File: src/logic/octal_port_pkg.sv
// shared constants for the octal driver serial command port and its controller
package octal_port_pkg;
    // word layout
    localparam int WORD_BITS = 16;
    localparam int KEY_MSB = 15;
    localparam int KEY_LSB = 12;
    localparam int MODE_MSB = 11;
    localparam int MODE_LSB = 8;
    localparam logic [3:0] KEY_WORD = 4'hA;
    localparam logic [3:0] MODE_OUTPUT = 4'hC;
    localparam logic [3:0] MODE_DIAG = 4'h3;
    localparam logic [3:0] MODE_PROTECT = 4'hA;
    // reset values
    localparam logic [7:0] SETTING_RST = 8'h00;
    localparam logic [15:0] FAULT_RST = 16'h0000;
    localparam logic [15:0] FAULT_THERMAL = 16'hFFFF;
    // pin synchroniser reset: sclk 0, csN 1, serialIn 0, resetPinN 1, enables 0
    localparam logic [6:0] PIN_RST = 7'h0A;
    // timing
    localparam int CLK_NS = 4;
    localparam int SCLK_HALF_NS = 64;
    localparam int CS_LEAD_NS = 455;
    localparam int CS_LAG_NS = 50;
    localparam int SCLK_HALF_CYC = (SCLK_HALF_NS + CLK_NS - 1) / CLK_NS;
    localparam int CS_LEAD_CYC = (CS_LEAD_NS + CLK_NS - 1) / CLK_NS;
    localparam int CS_LAG_CYC = (CS_LAG_NS + CLK_NS - 1) / CLK_NS;
    // controller register map (APB byte addresses)
    localparam logic [7:0] REG_TX_LO = 8'h00;
    localparam logic [7:0] REG_TX_HI = 8'h04;
    localparam logic [7:0] REG_CTRL = 8'h08;
    localparam logic [7:0] REG_STATUS = 8'h0C;
    localparam logic [7:0] REG_RX_LO = 8'h10;
    localparam logic [7:0] REG_RX_HI = 8'h14;
    localparam int CTRL_COUNT_MSB = 5;
    localparam int CTRL_START_BIT = 8;
    localparam logic [5:0] COUNT_RST = 6'h10;
endpackage : octal_port_pkg

File: src/logic/spi_link_if.sv
// serial link between the controller and the octal driver port
`timescale 1ns/100ps
`default_nettype none
interface spi_link_if;
    logic sclk;
    logic csN;
    logic serialIn;
    logic serialOut;
    logic serialOutEn;
    modport dev (
        input sclk,
        input csN,
        input serialIn,
        output serialOut,
        output serialOutEn
    );
    modport host (
        output sclk,
        output csN,
        output serialIn,
        input serialOut,
        input serialOutEn
    );
endinterface : spi_link_if
`default_nettype wire

File: src/logic/octal_cmd_port.sv
// device end: serial command and fault port of the octal switch driver
`timescale 1ns/100ps
`default_nettype none
// What this block does
// - serial output driven only while chip select low
// - first sixteen bits out are fault register
// - then input echoed sixteen clocks later
// - sample input on rise, change output on fall
// - words travel least significant bit first
// - top nibble of first word is key 1010
// - mode nibble selects output, diag, protect setting
// - output mode: bit per channel, 1 on
// - diag mode: bit per channel, 1 latching
// - protect mode: bit per channel, 1 limiting
// - valid needs whole words and good key
// - valid transfer clears fault register at end
// - partial word ignored when select rises early
// - only first word reaches the settings
// - reset: all off, non-latching, switch-off, no faults
// - channels 6-8 on by pin or command
// - low reset pin clears all, outputs off
// - two fault bits per channel, channel 1 lowest
// - thermal shutdown at select fall reads all ones
module octal_cmd_port (
    // clock and reset
    input wire logic clk,
    input wire logic resetn,
    // serial link
    spi_link_if.dev link,
    // fault sources from the output stages
    input wire logic [15:0] faultIn,
    input wire logic thermalShutdown,
    // discrete pins
    input wire logic directEnableCh6,
    input wire logic directEnableCh7,
    input wire logic directEnableCh8,
    input wire logic resetPinN,
    // output stage controls
    output logic [7:0] channelOutputs,
    output logic [7:0] faultLatchSelect,
    output logic [7:0] currentProtectSelect
);
    logic [6:0] pinRaw;
    logic [6:0] pinS1_r;
    logic [6:0] pinS2_r;
    logic [6:0] pinS3_r;
    logic [6:0] pinLvl_r;
    logic [6:0] pinLvlD_r;
    logic sclkRise;
    logic sclkFall;
    logic csFall;
    logic csRise;
    logic csLow;
    logic diLvl;
    logic pinResetActive;
    logic [15:0] faultReg_r;
    logic [15:0] outShift_r;
    logic diHeld_r;
    logic [15:0] cmdShift_r;
    logic [3:0] bitCnt_r;
    logic gotFirst_r;
    logic serialOutEn_r;
    logic transferValid;
    logic [7:0] channelOnOffCommand_r;
    logic [7:0] channelFaultLatchSelect_r;
    logic [7:0] channelCurrentProtectSelect_r;
    logic [7:0] channelOutputs_r;

    assign pinRaw = {directEnableCh8, directEnableCh7, directEnableCh6, resetPinN,
                     link.serialIn, link.csN, link.sclk};

    // three-stage sampling of every pin; a level counts once stages two and three agree
    always_ff @(posedge clk or negedge resetn) begin
        if (!resetn) begin
            pinS1_r <= octal_port_pkg::PIN_RST;
            pinS2_r <= octal_port_pkg::PIN_RST;
            pinS3_r <= octal_port_pkg::PIN_RST;
        end else begin
            pinS1_r <= pinRaw;
            pinS2_r <= pinS1_r;
            pinS3_r <= pinS2_r;
        end
    end

    always_ff @(posedge clk or negedge resetn) begin
        if (!resetn) begin
            pinLvl_r <= octal_port_pkg::PIN_RST;
            pinLvlD_r <= octal_port_pkg::PIN_RST;
        end else begin
            pinLvl_r <= (pinS2_r & ~(pinS2_r ^ pinS3_r)) | (pinLvl_r & (pinS2_r ^ pinS3_r));
            pinLvlD_r <= pinLvl_r;
        end
    end

    assign csLow = ~pinLvl_r[1];
    assign csFall = ~pinLvl_r[1] & pinLvlD_r[1];
    assign csRise = pinLvl_r[1] & ~pinLvlD_r[1];
    assign sclkRise = pinLvl_r[0] & ~pinLvlD_r[0] & csLow;
    assign sclkFall = ~pinLvl_r[0] & pinLvlD_r[0] & csLow;
    assign diLvl = pinLvl_r[2];
    assign pinResetActive = ~pinLvl_r[3];

    assign transferValid = gotFirst_r && (bitCnt_r == 4'h0) &&
        (cmdShift_r[octal_port_pkg::KEY_MSB:octal_port_pkg::KEY_LSB] ==
         octal_port_pkg::KEY_WORD);

    // faults collect until a valid transfer ends; a fault in the clearing cycle survives
    always_ff @(posedge clk or negedge resetn) begin
        if (!resetn) begin
            faultReg_r <= octal_port_pkg::FAULT_RST;
        end else if (pinResetActive) begin
            faultReg_r <= octal_port_pkg::FAULT_RST;
        end else if (csRise && transferValid) begin
            faultReg_r <= faultIn;
        end else begin
            faultReg_r <= faultReg_r | faultIn;
        end
    end

    // serial output: fault word first, then the input delayed by one word
    always_ff @(posedge clk or negedge resetn) begin
        if (!resetn) begin
            outShift_r <= octal_port_pkg::FAULT_RST;
            diHeld_r <= 1'b0;
        end else if (csFall) begin
            outShift_r <= thermalShutdown ? octal_port_pkg::FAULT_THERMAL : faultReg_r;
            diHeld_r <= 1'b0;
        end else begin
            if (sclkRise) begin
                diHeld_r <= diLvl;
            end
            if (sclkFall) begin
                outShift_r <= {diHeld_r, outShift_r[15:1]};
            end
        end
    end

    always_ff @(posedge clk or negedge resetn) begin
        if (!resetn) begin
            serialOutEn_r <= 1'b0;
        end else if (csFall) begin
            serialOutEn_r <= 1'b1;
        end else if (csRise) begin
            serialOutEn_r <= 1'b0;
        end
    end

    assign link.serialOut = outShift_r[0];
    assign link.serialOutEn = serialOutEn_r;

    // command capture: only the first word of a frame is kept
    always_ff @(posedge clk or negedge resetn) begin
        if (!resetn) begin
            cmdShift_r <= 16'h0000;
            bitCnt_r <= 4'h0;
            gotFirst_r <= 1'b0;
        end else if (csFall) begin
            cmdShift_r <= 16'h0000;
            bitCnt_r <= 4'h0;
            gotFirst_r <= 1'b0;
        end else if (sclkRise) begin
            bitCnt_r <= bitCnt_r + 4'h1;
            if (!gotFirst_r) begin
                cmdShift_r <= {diLvl, cmdShift_r[15:1]};
                if (bitCnt_r == 4'hF) begin
                    gotFirst_r <= 1'b1;
                end
            end
        end
    end

    // settings change only at the end of a valid frame or while the reset pin is low
    always_ff @(posedge clk or negedge resetn) begin
        if (!resetn) begin
            channelOnOffCommand_r <= octal_port_pkg::SETTING_RST;
            channelFaultLatchSelect_r <= octal_port_pkg::SETTING_RST;
            channelCurrentProtectSelect_r <= octal_port_pkg::SETTING_RST;
        end else if (pinResetActive) begin
            channelOnOffCommand_r <= octal_port_pkg::SETTING_RST;
            channelFaultLatchSelect_r <= octal_port_pkg::SETTING_RST;
            channelCurrentProtectSelect_r <= octal_port_pkg::SETTING_RST;
        end else if (csRise && transferValid) begin
            unique case (cmdShift_r[octal_port_pkg::MODE_MSB:octal_port_pkg::MODE_LSB])
                octal_port_pkg::MODE_OUTPUT: channelOnOffCommand_r <= cmdShift_r[7:0];
                octal_port_pkg::MODE_DIAG: channelFaultLatchSelect_r <= cmdShift_r[7:0];
                octal_port_pkg::MODE_PROTECT: begin
                    channelCurrentProtectSelect_r <= cmdShift_r[7:0];
                end
                default: begin
                    channelOnOffCommand_r <= channelOnOffCommand_r;
                end
            endcase
        end
    end

    // pins 6-8 are ORed in after the command; pin low never overrides a set command
    always_ff @(posedge clk or negedge resetn) begin
        if (!resetn) begin
            channelOutputs_r <= octal_port_pkg::SETTING_RST;
        end else if (pinResetActive) begin
            channelOutputs_r <= octal_port_pkg::SETTING_RST;
        end else begin
            channelOutputs_r <= channelOnOffCommand_r | {pinLvl_r[6:4], 5'b00000};
        end
    end

    assign channelOutputs = channelOutputs_r;
    assign faultLatchSelect = channelFaultLatchSelect_r;
    assign currentProtectSelect = channelCurrentProtectSelect_r;
endmodule : octal_cmd_port
`default_nettype wire

File: src/flat_wrapper.sv
// flat-port wrapper written by rule: the top's interface ports become plain ports
module octal_cmd_port_flat 
  (clk, resetn, faultIn, thermalShutdown, directEnableCh6, directEnableCh7, directEnableCh8, resetPinN, channelOutputs, faultLatchSelect, currentProtectSelect, link_sclk, link_csN, link_serialIn, link_serialOut, link_serialOutEn);
  spi_link_if link_i ();
  input wire logic clk;
  input wire logic resetn;
  input wire logic [15:0] faultIn;
  input wire logic thermalShutdown;
  input wire logic directEnableCh6;
  input wire logic directEnableCh7;
  input wire logic directEnableCh8;
  input wire logic resetPinN;
  output logic [7:0] channelOutputs;
  output logic [7:0] faultLatchSelect;
  output logic [7:0] currentProtectSelect;
  input wire logic [$bits(link_i.sclk)-1:0] link_sclk;
  input wire logic [$bits(link_i.csN)-1:0] link_csN;
  input wire logic [$bits(link_i.serialIn)-1:0] link_serialIn;
  output wire logic [$bits(link_i.serialOut)-1:0] link_serialOut;
  output wire logic [$bits(link_i.serialOutEn)-1:0] link_serialOutEn;
  assign link_i.sclk = link_sclk;
  assign link_i.csN = link_csN;
  assign link_i.serialIn = link_serialIn;
  assign link_serialOut = link_i.serialOut;
  assign link_serialOutEn = link_i.serialOutEn;
  octal_cmd_port u_core (.clk(clk), .resetn(resetn), .link(link_i), .faultIn(faultIn), .thermalShutdown(thermalShutdown), .directEnableCh6(directEnableCh6), .directEnableCh7(directEnableCh7), .directEnableCh8(directEnableCh8), .resetPinN(resetPinN), .channelOutputs(channelOutputs), .faultLatchSelect(faultLatchSelect), .currentProtectSelect(currentProtectSelect));
endmodule
File: config.mk
export PLATFORM = sky130hd
export DESIGN_NAME = octal_cmd_port_flat
export DESIGN_NICKNAME = d
export VERILOG_FILES = /design/src/logic/octal_port_pkg.sv /design/src/logic/spi_link_if.sv /design/src/logic/octal_cmd_port.sv /design/src/flat_wrapper.sv
export SDC_FILE = /design/constraint.sdc
export NUM_CORES = 1
export LEC_CHECK = 0
export BUFFER_PORTS_ARGS = -buffer_cell sky130_fd_sc_hd__buf_2
export CORE_AREA = 10 10 99 145
export CTS_CLUSTER_DIAMETER = 150
export DETAILED_ROUTE_END_ITERATION = 6
export DIE_AREA = 0 0 109 155
export GPL_TIMING_DRIVEN = 0
export HOLD_SLACK_MARGIN = 0.15
export PLACE_DENSITY = 0.64
export SYNTH_ARGS = -nofsm -noshare
export SYNTH_HDL_FRONTEND = slang
export SYNTH_SLANG_ARGS = --single-unit
File: constraint.sdc
create_clock -name clk -period 2.6 [get_ports clk]
set_clock_uncertainty 0.15 [all_clocks]
set_input_delay 0.39 -clock clk [delete_from_list [all_inputs] [get_ports clk]]
set_output_delay 0.39 -clock clk [all_outputs]
set_load 0.02 [all_outputs]
==> results.py, run 1 <==
metrics = {
    "logic_synthesis": {
        "synth_seq_cells": 117,
        "synthDistinctLibCells": 31,
        "ys_seq_area_share_pct": 63.6,
        "synth.avg_cell_area_um2": 12.3,
        "syn_inst": 375,
        "ys_warn_count": 0,
        "synth_nets": 405,
        "synth.cell_area_um2": 4620,
    },
    "critical_path": {
        "worstPathMaxFanout": 10,
        "path_class": "reg2reg",
        "critPathSlowestCell": "dfstp_2",
        "critical_path.endpoint_type": "flip-flop",
        "worstPathCellList": "ha_1 -> nand4b_4 -> nor2_1 -> clkbuf_1 -> a21oi_1",
        "crit_arrival_ns": 2.37,
        "crit_required_ns": 2.71,
        "worstSetupStartpointType": "flip-flop",
        "cpPeakStageDelay_ns": 0.53,
    },
    "die": {
        "fp.dieW_um": 109,
        "die_height_um": 155,
        "start_util_pct": 39.0,
        "die_area_um2": 16900,
        "rows": 49,
        "pin_count": 52,
        "coreArea_um2": 11800,
    },
    "pwr": {
        "power_mw": 4.73,
        "internal_power_mw": 3.65,
        "pwr-share-comb_pct": 9.9,
        "p_clk_share_pct": 46.2,
        "ir_drop_uv": 570,
        "p_leak_nw": 2.60,
        "powerDensity_nw_per_um2": 802,
        "p_sw_share_pct": 22.8,
        "seqPwrFrac_pct": 43.9,
        "switchingPower_mw": 1.08,
    },
    "sta": {
        "final-max-slew-violation-count": 0,
        "setup_viol": 0,
        "report.final.hold_viol_count": 0,
        "hold_slack_ns": 0.177,
        "tightest_slew_ns": 0.825,
        "max_freq_mhz": 443,
        "setup_tns_ns": 0,
        "period_share_pct": 86.8,
        "rsz0062_at_grt": "no",
        "layout_setup_ws_ns": 0.344,
        "final.min_clock_period_ns": 2.26,
        "max_slew_margin_pct": 44.6,
    },
    "min_path": {
        "worstHoldPathType": "in2reg",
    },
    "cts": {
        "cts_tree": "built",
        "clock-sinks": 117,
        "insertion_delay_ns": 0.40,
        "cts-root-buf": "clkbuf_16",
        "cts_buffer_depth": 2,
        "numCtsBuffers": 17,
        "clk_pin_slew_ns": 0.05,
        "cts.htree.levels": 4,
    },
    "final_layout": {
        "diodes": 0,
        "fin_cells": 635,
        "area_growth_pct": 27.5,
        "drive_gt1_share_pct": 25.1,
        "nets": 499,
        "fillers": 1091,
    },
    "placed_design": {
        "dpl.cell_count": 580,
        "port_buffers": 51,
        "gp_congestion": 0.757,
        "pre_cts_slack_ns": 0.323,
        "hpwl_mm": 6.43,
    },
    "drt": {
        "antenna_left": 0,
        "drt_iter0_drc": 119,
        "num_vias": 3048,
        "viasPerCell": 4.80,
        "drtPass1Iterations": 4,
        "wl_per_cell_um": 14.6,
        "drc_errors": 0,
        "wl_mm": 9.28,
    },
    "global_routing": {
        "grt_pass1_wl_mm": 15.7,
        "grt_pass1_vias": 3286,
        "overflow": 0,
        "grtUsageTotal_pct": 11.7,
        "antenna_found_initial": 0,
        "grt_max_degree": 79,
    },
    "job": {
        "drv_cap": 0,
    },
    "outcome": {
        "status": "completed",
    },
}
[logic make-up (layout without fill, tap and decap cells)]
family	Yosys count	in the layout	share of synthesized area, %
flops	117	117	63.6
simple gates	103	103	11.6
compound gates	68	68	8.91
mux	44	44	10.0
buf+inv	30	137	2.79
fa+ha+maj	11	11	2.60
xor+xnor	2	2	0.379
[final cells by class]
| type | count | area, um^2 | area share (%) |
|---|---|---|---|
| buffer | 21 | 95.1 | 1.61 |
| clock buffer | 22 | 454 | 7.71 |
| clock inverter | 10 | 106 | 1.81 |
| inverter | 9 | 33.8 | 0.574 |
| multi-input combinational | 228 | 1550 | 26.3 |
| sequential | 117 | 2940 | 49.9 |
| tap | 153 | 191 | 3.25 |
| timing repair buffer | 75 | 519 | 8.82 |
[timing repair]
action                    CTS  global route
hold endpoints to repair   61             0
gates resized for setup     0             0
setup buffers               0             0
hold buffers               23             0
[cell usage after synthesis]
cell / instances / area [um^2]
dfrtp_1: 108 / 2700
nand2_1: 64 / 240
a21oi_1: 32 / 160
mux2i_1: 26 / 260
nor2_1: 23 / 86.3
mux2_2: 18 / 203
o21ai_0: 16 / 80.1
o22a_1: 16 / 140
clkbuf_1: 14 / 52.6
dfstp_2: 9 / 236
inv_1: 9 / 33.8
maj3_1: 7 / 70.1
ha_1: 4 / 50.1
nand4bb_1: 4 / 45.0
buf_2: 3 / 15.0
nor4_4: 3 / 63.8
o21a_1: 3 / 22.5
nor3b_2: 2 / 25.0
xnor2_1: 2 / 17.5
a41oi_1: 1 / 8.76
buf_1: 1 / 3.75
buf_4: 1 / 7.51
buf_6: 1 / 11.3
clkbuf_2: 1 / 5.00
nand2b_1: 1 / 6.26
nand4_1: 1 / 6.26
nand4b_4: 1 / 23.8
nor2b_1: 1 / 6.26
nor4b_2: 1 / 15.0
nor4bb_1: 1 / 10.0
or4b_2: 1 / 10.0
[sequential cells by signal (all words and copies together) (netlist names), named ones only]
| signal | cells |
|---|---|
| u_core.channelOnOffCommand_r | 8 |
| u_core.cmdShift_r | 16 |
| u_core.outShift_r | 16 |
| u_core.diHeld_r | 1 |
| u_core.faultReg_r | 16 |
| u_core.pinLvlD_r | 2 |
| u_core.pinS3_r | 7 |
| u_core.pinS1_r | 7 |
| u_core.currentProtectSelect | 8 |
| u_core.gotFirst_r | 1 |
| u_core.bitCnt_r | 4 |
| u_core.pinS2_r | 7 |
| u_core.channelOutputs | 8 |
| u_core.link.serialOutEn | 1 |
| u_core.faultLatchSelect | 8 |
[critical path, delay by kind of cell (launching register included)]
kind	cells	cell delay (ns)
AND/OR/NAND/NOR	2	0.65
flip-flops	1	0.53
buffers and inverters	1	0.45
adder cells (fa/ha/maj)	1	0.19
AO/OA/AOI/OAI	1	0.14
[per-layer routing]
layer  track usage, %  vias to the layer above  wire (um)
met5                0                        -          0
met4             5.42                        0        145
met3             3.97                       11        472
met2             19.8                       62       4770
met1             12.9                     1497       3890
li1                 -                     1478          -
[worst paths after layout]
| path | slack (ns) | start | depth (start not counted) | end |
|---|---|---|---|---|
| hold / removal | 0.18 | faultIn[2] | 3 | u_core.faultReg_r[2]$_DFF_PN0_ |
| min in group asynchronous | 0.31 | resetn | 2 | u_core.outShift_r[7]$_DFFE_PN0P_ |
| setup reg to reg | 0.34 | flip-flop | 5 | u_core.faultReg_r[8]$_DFF_PN0_ |
| max in group asynchronous | 1.28 | resetn | 3 | u_core.pinS1_r[1]$_DFF_PN1_ |
| setup / recovery | 0.34 | flip-flop | 5 | u_core.faultReg_r[8]$_DFF_PN0_ |
| hold reg to reg | 0.20 | u_core.pinS1_r[4]$_DFF_PN0_ | 0 | u_core.pinS2_r[4]$_DFF_PN0_ |
[per-stage QoR]
stage / util [%] / cell area [um^2]
5_1_grt: 49.8 / 5890
3_5_place_dp: 43.1 / 5100
4_1_cts: 49.8 / 5890
6_report: 49.8 / 5890
3_3_place_gp: 42.8 / 5060
2_1_floorplan: - / 4620
[layout by cell type, fill, tap and decap left out, types with 2 or more instances in the layout]
master,netlist,layout
dlygate4sd3_1,0,23
maj3_1,7,7
mux2_2,18,18
a21oi_1,32,32
clkbuf_16,0,17
nor2_1,23,23
nand2_1,64,64
buf_6,1,2
nand4bb_1,4,4
clkbuf_1,14,18
o21ai_0,16,16
nor4_4,3,3
nor3b_2,2,2
clkinv_2,0,6
mux2i_1,26,26
dfrtp_1,108,108
o22a_1,16,16
xnor2_1,2,2
inv_1,9,9
o21a_1,3,3
dfstp_2,9,9
ha_1,4,4
buf_2,3,53
bufinv_16,0,2
[power groups by stage]
stage                     sequential [mW]  clock (mW)  combinational [mW]
after floorplan                      2.09           0               0.297
after global placement               2.10           0               0.430
after detailed placement             2.10           0               0.453
after CTS                            2.08        2.24               0.481
after global routing                 2.09        2.32               0.526
final                                2.07        2.18               0.470
Power figures use the tool's default switching activity.
==> inputs of run 2 (changes only) <==
--- a/config.mk
+++ b/config.mk
@@ -6,13 +6,13 @@
 export NUM_CORES = 1
 export LEC_CHECK = 0
 export BUFFER_PORTS_ARGS = -buffer_cell sky130_fd_sc_hd__buf_2
-export CORE_AREA = 10 10 99 145
+export CORE_AREA = 10 10 86 125
 export CTS_CLUSTER_DIAMETER = 150
 export DETAILED_ROUTE_END_ITERATION = 6
-export DIE_AREA = 0 0 109 155
+export DIE_AREA = 0 0 96 135
 export GPL_TIMING_DRIVEN = 0
 export HOLD_SLACK_MARGIN = 0.15
-export PLACE_DENSITY = 0.64
+export PLACE_DENSITY = 0.82
 export SYNTH_ARGS = -nofsm -noshare
 export SYNTH_HDL_FRONTEND = slang
 export SYNTH_SLANG_ARGS = --single-unit
==> run 2 against run 1 <==
Against the previous run:
- sequential power barely moved
- global-route usage grew 4.7 points
- combinational power increased by 2%
- sequential share of layout area rose by 0.61 points
- final cell count down 7.2%
- register-to-register slack improved by 0.02 ns
- wire length increased by 4.9%
- maximum frequency grew 0.93%
- power decreased by 1.2%
==> results.py, run 2 (same netlist as run 1, synthesis figures left out) <==
metrics = {
    "critical_path": {
        "crit_required_ns": 2.74,
        "r2r-end": "u_core.outShift_r[9]$_DFFE_PN0P_",
        "worstSetupStartpointType": "flip-flop",
        "worst-r2r-setup-slack_ns": 0.36,
        "path_class": "reg2reg",
        "worstPathMaxFanout": 10,
        "critical_path.endpoint_type": "flip-flop",
        "reg2regPathDepth": 5,
        "crit_arrival_ns": 2.38,
    },
    "sta": {
        "hold_slack_ns": 0.197,
        "setup_viol": 0,
        "max_slew_margin_pct": 45.1,
        "rsz0062_at_grt": "no",
        "final.min_clock_period_ns": 2.24,
        "max_freq_mhz": 447,
        "layout_setup_ws_ns": 0.365,
        "tightest_slew_ns": 0.817,
        "report.final.hold_viol_count": 0,
        "period_share_pct": 86.0,
        "final-max-slew-violation-count": 0,
    },
    "global_routing": {
        "antenna_found_initial": 0,
        "grt_pass1_wl_mm": 16.3,
        "grt_max_degree": 66,
        "grt_pass1_vias": 3328,
        "grtUsageTotal_pct": 16.4,
        "overflow": 0,
    },
    "final_layout": {
        "reg_top3": "u_core.cmdShift_r: 16 flops, u_core.faultReg_r: 16 flops, u_core.outShift_r: 16 flops",
        "drive_gt1_share_pct": 24.7,
        "area_growth_pct": 26.0,
        "fin_cells": 589,
        "diodes": 0,
        "final_area_um2": 5820,
        "final_cell_mix": "dfrtp_1, nand2_1, buf_2, a21oi_1, mux2i_1",
        "final_common_cell": "dfrtp_1",
        "nets": 500,
    },
    "placed_design": {
        "dpl.cell_count": 534,
        "gp_congestion": 0.730,
        "place_area_um2": 5040,
        "port_buffers": 51,
        "pre_cts_slack_ns": 0.355,
        "hpwl_mm": 6.51,
    },
    "drt": {
        "num_vias": 3129,
        "viasPerCell": 5.31,
        "drtPass1Iterations": 4,
        "wl_mm": 9.73,
        "antenna_left": 0,
        "drc_errors": 0,
        "wl_per_cell_um": 16.5,
        "drt_iter0_drc": 147,
    },
    "min_path": {
        "min_path_cells": 0,
        "worstHoldPathType": "reg2reg",
        "min-delay-start": "u_core.pinS1_r[4]$_DFF_PN0_",
        "min_to": "u_core.pinS2_r[4]$_DFF_PN0_",
    },
    "cts": {
        "insertion_delay_ns": 0.41,
        "clk_pin_slew_ns": 0.05,
        "numCtsBuffers": 17,
        "cts_tree": "built",
        "cts-root-buf": "clkbuf_16",
        "cts.htree.levels": 4,
        "cts_buffer_depth": 2,
        "clock-sinks": 117,
    },
    "pwr": {
        "ir_drop_uv": 544,
        "power_mw": 4.67,
        "p_leak_nw": 2.59,
        "powerDensity_nw_per_um2": 803,
    },
    "outcome": {
        "status": "completed",
    },
    "die": {
        "pin_count": 52,
        "rows": 41,
        "fp.dieW_um": 96,
        "start_util_pct": 54.9,
        "die_height_um": 135,
        "die_area_um2": 13000,
        "coreArea_um2": 8410,
    },
    "job": {
        "drv_cap": 0,
    },
}
==> run 2: changes by cell type in the layout (fill, tap and decap cells not counted) <==
cell           delta
dlygate4sd3_1     +1
clkbuf_1          +1
clkinv_2          -1
clkinvlp_4        -1
clkinv_4          -1
clkbuf_8          +2
buf_6             -1
buf_4             +1
bufinv_16         -1
==> run 2: power by group <==
part / switching (mW) / internal [mW] / leakage [nW]
clock: 0.741 / 1.37 / 0.271
combinational: 0.239 / 0.239 / 0.852
sequential: 0.0909 / 1.99 / 1.47
==> run 2: cell type report <==
class                      count  area, um^2
sequential                   117        2940
fill                         597        2590
multi-input combinational    228        1550
timing repair buffer          76         526
clock buffer                  25         485
tap                          107         134
buffer                        21        95.1
clock inverter                 6        55.1
inverter                       9        33.8
==> run 2: how the worst max path moves through the flow <==
stage | from | end | slack, ns | cells after the start
after CTS | flip-flop | u_core.currentProtectSelect[6]$_DFFE_PN0P_ | 0.34 | 4
after floorplan | flip-flop | u_core.outShift_r[10]$_DFFE_PN0P_ | 0.70 | 5
after detailed placement | flip-flop | u_core.currentProtectSelect[6]$_DFFE_PN0P_ | 0.35 | 4
final | flip-flop | u_core.outShift_r[9]$_DFFE_PN0P_ | 0.36 | 5
after global placement | resetn | u_core.faultReg_r[7]$_DFF_PN0_ | -0.29 | 1
after global routing | flip-flop | u_core.outShift_r[13]$_DFFE_PN0P_ | 0.23 | 7
==> run 2: per-layer routing <==
layer,share of wire (%),track usage [%]
met4,1.4,6.58
met5,0,0
met1,38,17.2
met3,6.5,6.66
met2,54,28.1
==> run 2: critical path, stage by stage, from the launching register on <==
cell and delay, ns:
dfstp_2 0.37, buf_2 0.16, nor3b_2 0.58, buf_4 0.30, mux2_2 0.36, o22a_1 0.19
==> run 2: metrics by stage <==
stage	utilization (%)	TNS, ns
detailed placement	59.9	0
CTS	69.2	0
global route	69.2	0
global placement	59.5	-30.35
floorplan	-	0
finish	69.2	0
==> run 2: repair_timing <==
action                                  in CTS  in global routing
buffers inserted                             0                  0
endpoints found under the setup margin       0                  0
gates resized for setup                      0                  0
hold endpoints to repair                    82                  0
hold buffers                                24                  0
==> inputs of run 3 (changes only) <==
--- a/config.mk
+++ b/config.mk
@@ -6,13 +6,15 @@
 export NUM_CORES = 1
 export LEC_CHECK = 0
 export BUFFER_PORTS_ARGS = -buffer_cell sky130_fd_sc_hd__buf_2
-export CORE_AREA = 10 10 86 125
+export CELL_PAD_IN_SITES_DETAIL_PLACEMENT = 1
+export CELL_PAD_IN_SITES_GLOBAL_PLACEMENT = 1
+export CORE_AREA = 10 10 92 135
 export CTS_CLUSTER_DIAMETER = 150
 export DETAILED_ROUTE_END_ITERATION = 6
-export DIE_AREA = 0 0 96 135
+export DIE_AREA = 0 0 102 145
 export GPL_TIMING_DRIVEN = 0
 export HOLD_SLACK_MARGIN = 0.15
-export PLACE_DENSITY = 0.82
+export PLACE_DENSITY = 0.85
 export SYNTH_ARGS = -nofsm -noshare
 export SYNTH_HDL_FRONTEND = slang
 export SYNTH_SLANG_ARGS = --single-unit
==> run 3 against run 2 <==
Against the previous run:
- final cell count rose by 1.9%
- combinational power up 4%
- critical endpoint is now u_core.faultReg_r[14]$_DFF_PN0_
- clock power increased by 2%
- die area increased by 14%
- final area is 0.13% higher
- maximum frequency is 4.9% lower
- wire length rose by 19%
==> results.py, run 3 (same netlist as run 1, synthesis figures left out) <==
metrics = {
    "outcome": {
        "status": "completed",
    },
    "pwr": {
        "p_leak_nw": 2.59,
        "power_mw": 4.73,
        "powerDensity_nw_per_um2": 812,
        "ir_drop_uv": 574,
    },
    "die": {
        "coreArea_um2": 10000,
        "pin_count": 52,
        "start_util_pct": 46.1,
        "rows": 45,
        "die_height_um": 145,
        "fp.dieW_um": 102,
        "die_area_um2": 14800,
    },
    "final_layout": {
        "multi_input_area_um2": 1550,
        "area_growth_pct": 26.1,
        "nets": 499,
        "fillers": 1042,
        "final_common_cell": "dfrtp_1",
        "fin_util_pct": 58.1,
        "fin_cells": 600,
        "reg_top3": "u_core.cmdShift_r: 16 flops, u_core.faultReg_r: 16 flops, u_core.outShift_r: 16 flops",
        "final_cell_mix": "dfrtp_1, nand2_1, buf_2, a21oi_1, mux2i_1",
        "seq_area_um2": 2940,
        "drive_gt1_share_pct": 24.5,
    },
    "critical_path": {
        "worstSetupStartpointType": "flip-flop",
        "path_class": "reg2reg",
        "crit_required_ns": 2.72,
        "crit_arrival_ns": 2.47,
        "critical_path.endpoint_type": "flip-flop",
        "worstPathMaxFanout": 10,
    },
    "sta": {
        "tightest_slew_ns": 0.835,
        "period_share_pct": 90.4,
        "max_slew_margin_pct": 43.9,
        "report.final.hold_viol_count": 0,
        "setup_viol": 0,
        "hold_slack_ns": 0.171,
        "rsz0062_at_grt": "no",
        "layout_setup_ws_ns": 0.250,
        "final-max-slew-violation-count": 0,
        "final.min_clock_period_ns": 2.35,
        "max_freq_mhz": 426,
    },
    "placed_design": {
        "pre_cts_slack_ns": 0.258,
        "gp_congestion": 0.746,
        "hpwl_mm": 7.60,
        "port_buffers": 51,
        "dpl.cell_count": 544,
    },
    "drt": {
        "viasPerCell": 5.40,
        "num_vias": 3240,
        "drt_iter0_drc": 100,
        "antenna_left": 0,
        "wl_mm": 11.6,
        "drc_errors": 0,
        "drtPass1Iterations": 4,
        "wl_per_cell_um": 19.3,
    },
    "global_routing": {
        "antenna_found_initial": 1,
        "grt_pass1_vias": 3778,
        "grtUsageTotal_pct": 17.1,
        "grt_max_degree": 62,
        "overflow": 0,
        "grt_pass1_wl_mm": 19.5,
    },
    "cts": {
        "cts_tree": "built",
        "insertion_delay_ns": 0.41,
        "post_cts_buffers": 0,
        "numCtsBuffers": 17,
        "cts.htree.levels": 4,
        "clock-sinks": 117,
        "cts-root-buf": "clkbuf_16",
        "cts_buffer_depth": 2,
        "clk_pin_slew_ns": 0.05,
    },
    "job": {
        "drv_cap": 0,
    },
    "min_path": {
        "worstHoldPathType": "in2reg",
    },
}
run 3: worst max-delay path: stages (launching register included):
cell	delay [ns]
dfstp_2	0.54
ha_1	0.20
nand4b_4	0.18
nor2_1	0.55
clkbuf_1	0.46
a21oi_1	0.13
run 3: path summary, 6_finish.rpt:
| kind | start | end | slack (ns) | depth (start not counted) |
|---|---|---|---|---|
| setup / recovery | flip-flop | u_core.faultReg_r[14]$_DFF_PN0_ | 0.25 | 5 |
| hold / removal | faultIn[2] | u_core.faultReg_r[2]$_DFF_PN0_ | 0.17 | 3 |
| setup reg to reg | flip-flop | u_core.faultReg_r[14]$_DFF_PN0_ | 0.25 | 5 |
| hold reg to reg | u_core.pinS1_r[5]$_DFF_PN0_ | u_core.pinS2_r[5]$_DFF_PN0_ | 0.19 | 0 |
| max in group asynchronous | resetn | u_core.pinS1_r[3]$_DFF_PN1_ | 1.06 | 3 |
| min in group asynchronous | resetn | asynchronous set/reset pin | 0.44 | 2 |
run 3: what timing repair did:
item	CTS	global route
gates resized for setup	0	0
endpoints found under the hold margin	73	0
hold buffers	23	0
endpoints found under the setup margin	0	0
run 3: report_power, final:
| group | leakage [nW] | internal [mW] | switching (mW) |
|---|---|---|---|
| clock network | 0.269 | 1.38 | 0.767 |
| logic | 0.848 | 0.240 | 0.259 |
| registers | 1.47 | 1.99 | 0.0991 |
run 3: layout make-up:
| class | instances | area share (%) |
|---|---|---|
| sequential | 117 | 50.5 |
| timing repair buffer | 75 | 8.85 |
| clock buffer | 27 | 8.46 |
| inverter | 9 | 0.580 |
| buffer | 21 | 1.63 |
| antenna | 1 | 0.0430 |
| multi-input combinational | 228 | 26.6 |
| tap | 117 | 2.51 |
| clock inverter | 5 | 0.859 |
run 3: per-stage QoR:
| step | instance area, um^2 | TNS, ns |
|---|---|---|
| final | 5830 | 0 |
| after global routing | 5830 | 0 |
| after CTS | 5820 | 0 |
| after detailed placement | 5050 | 0 |
| after global placement | 5020 | -37.69 |
| after floorplan | 4620 | 0 |
run 3: routing by layer:
metal  vias to the layer above  routed length [um]  track usage (%)
met5                         -                   0                0
met3                        15                 564             6.64
met2                        60                6800             31.7
li1                       1479                   -                -
met4                         0                 189             6.16
met1                      1686                4050             16.0
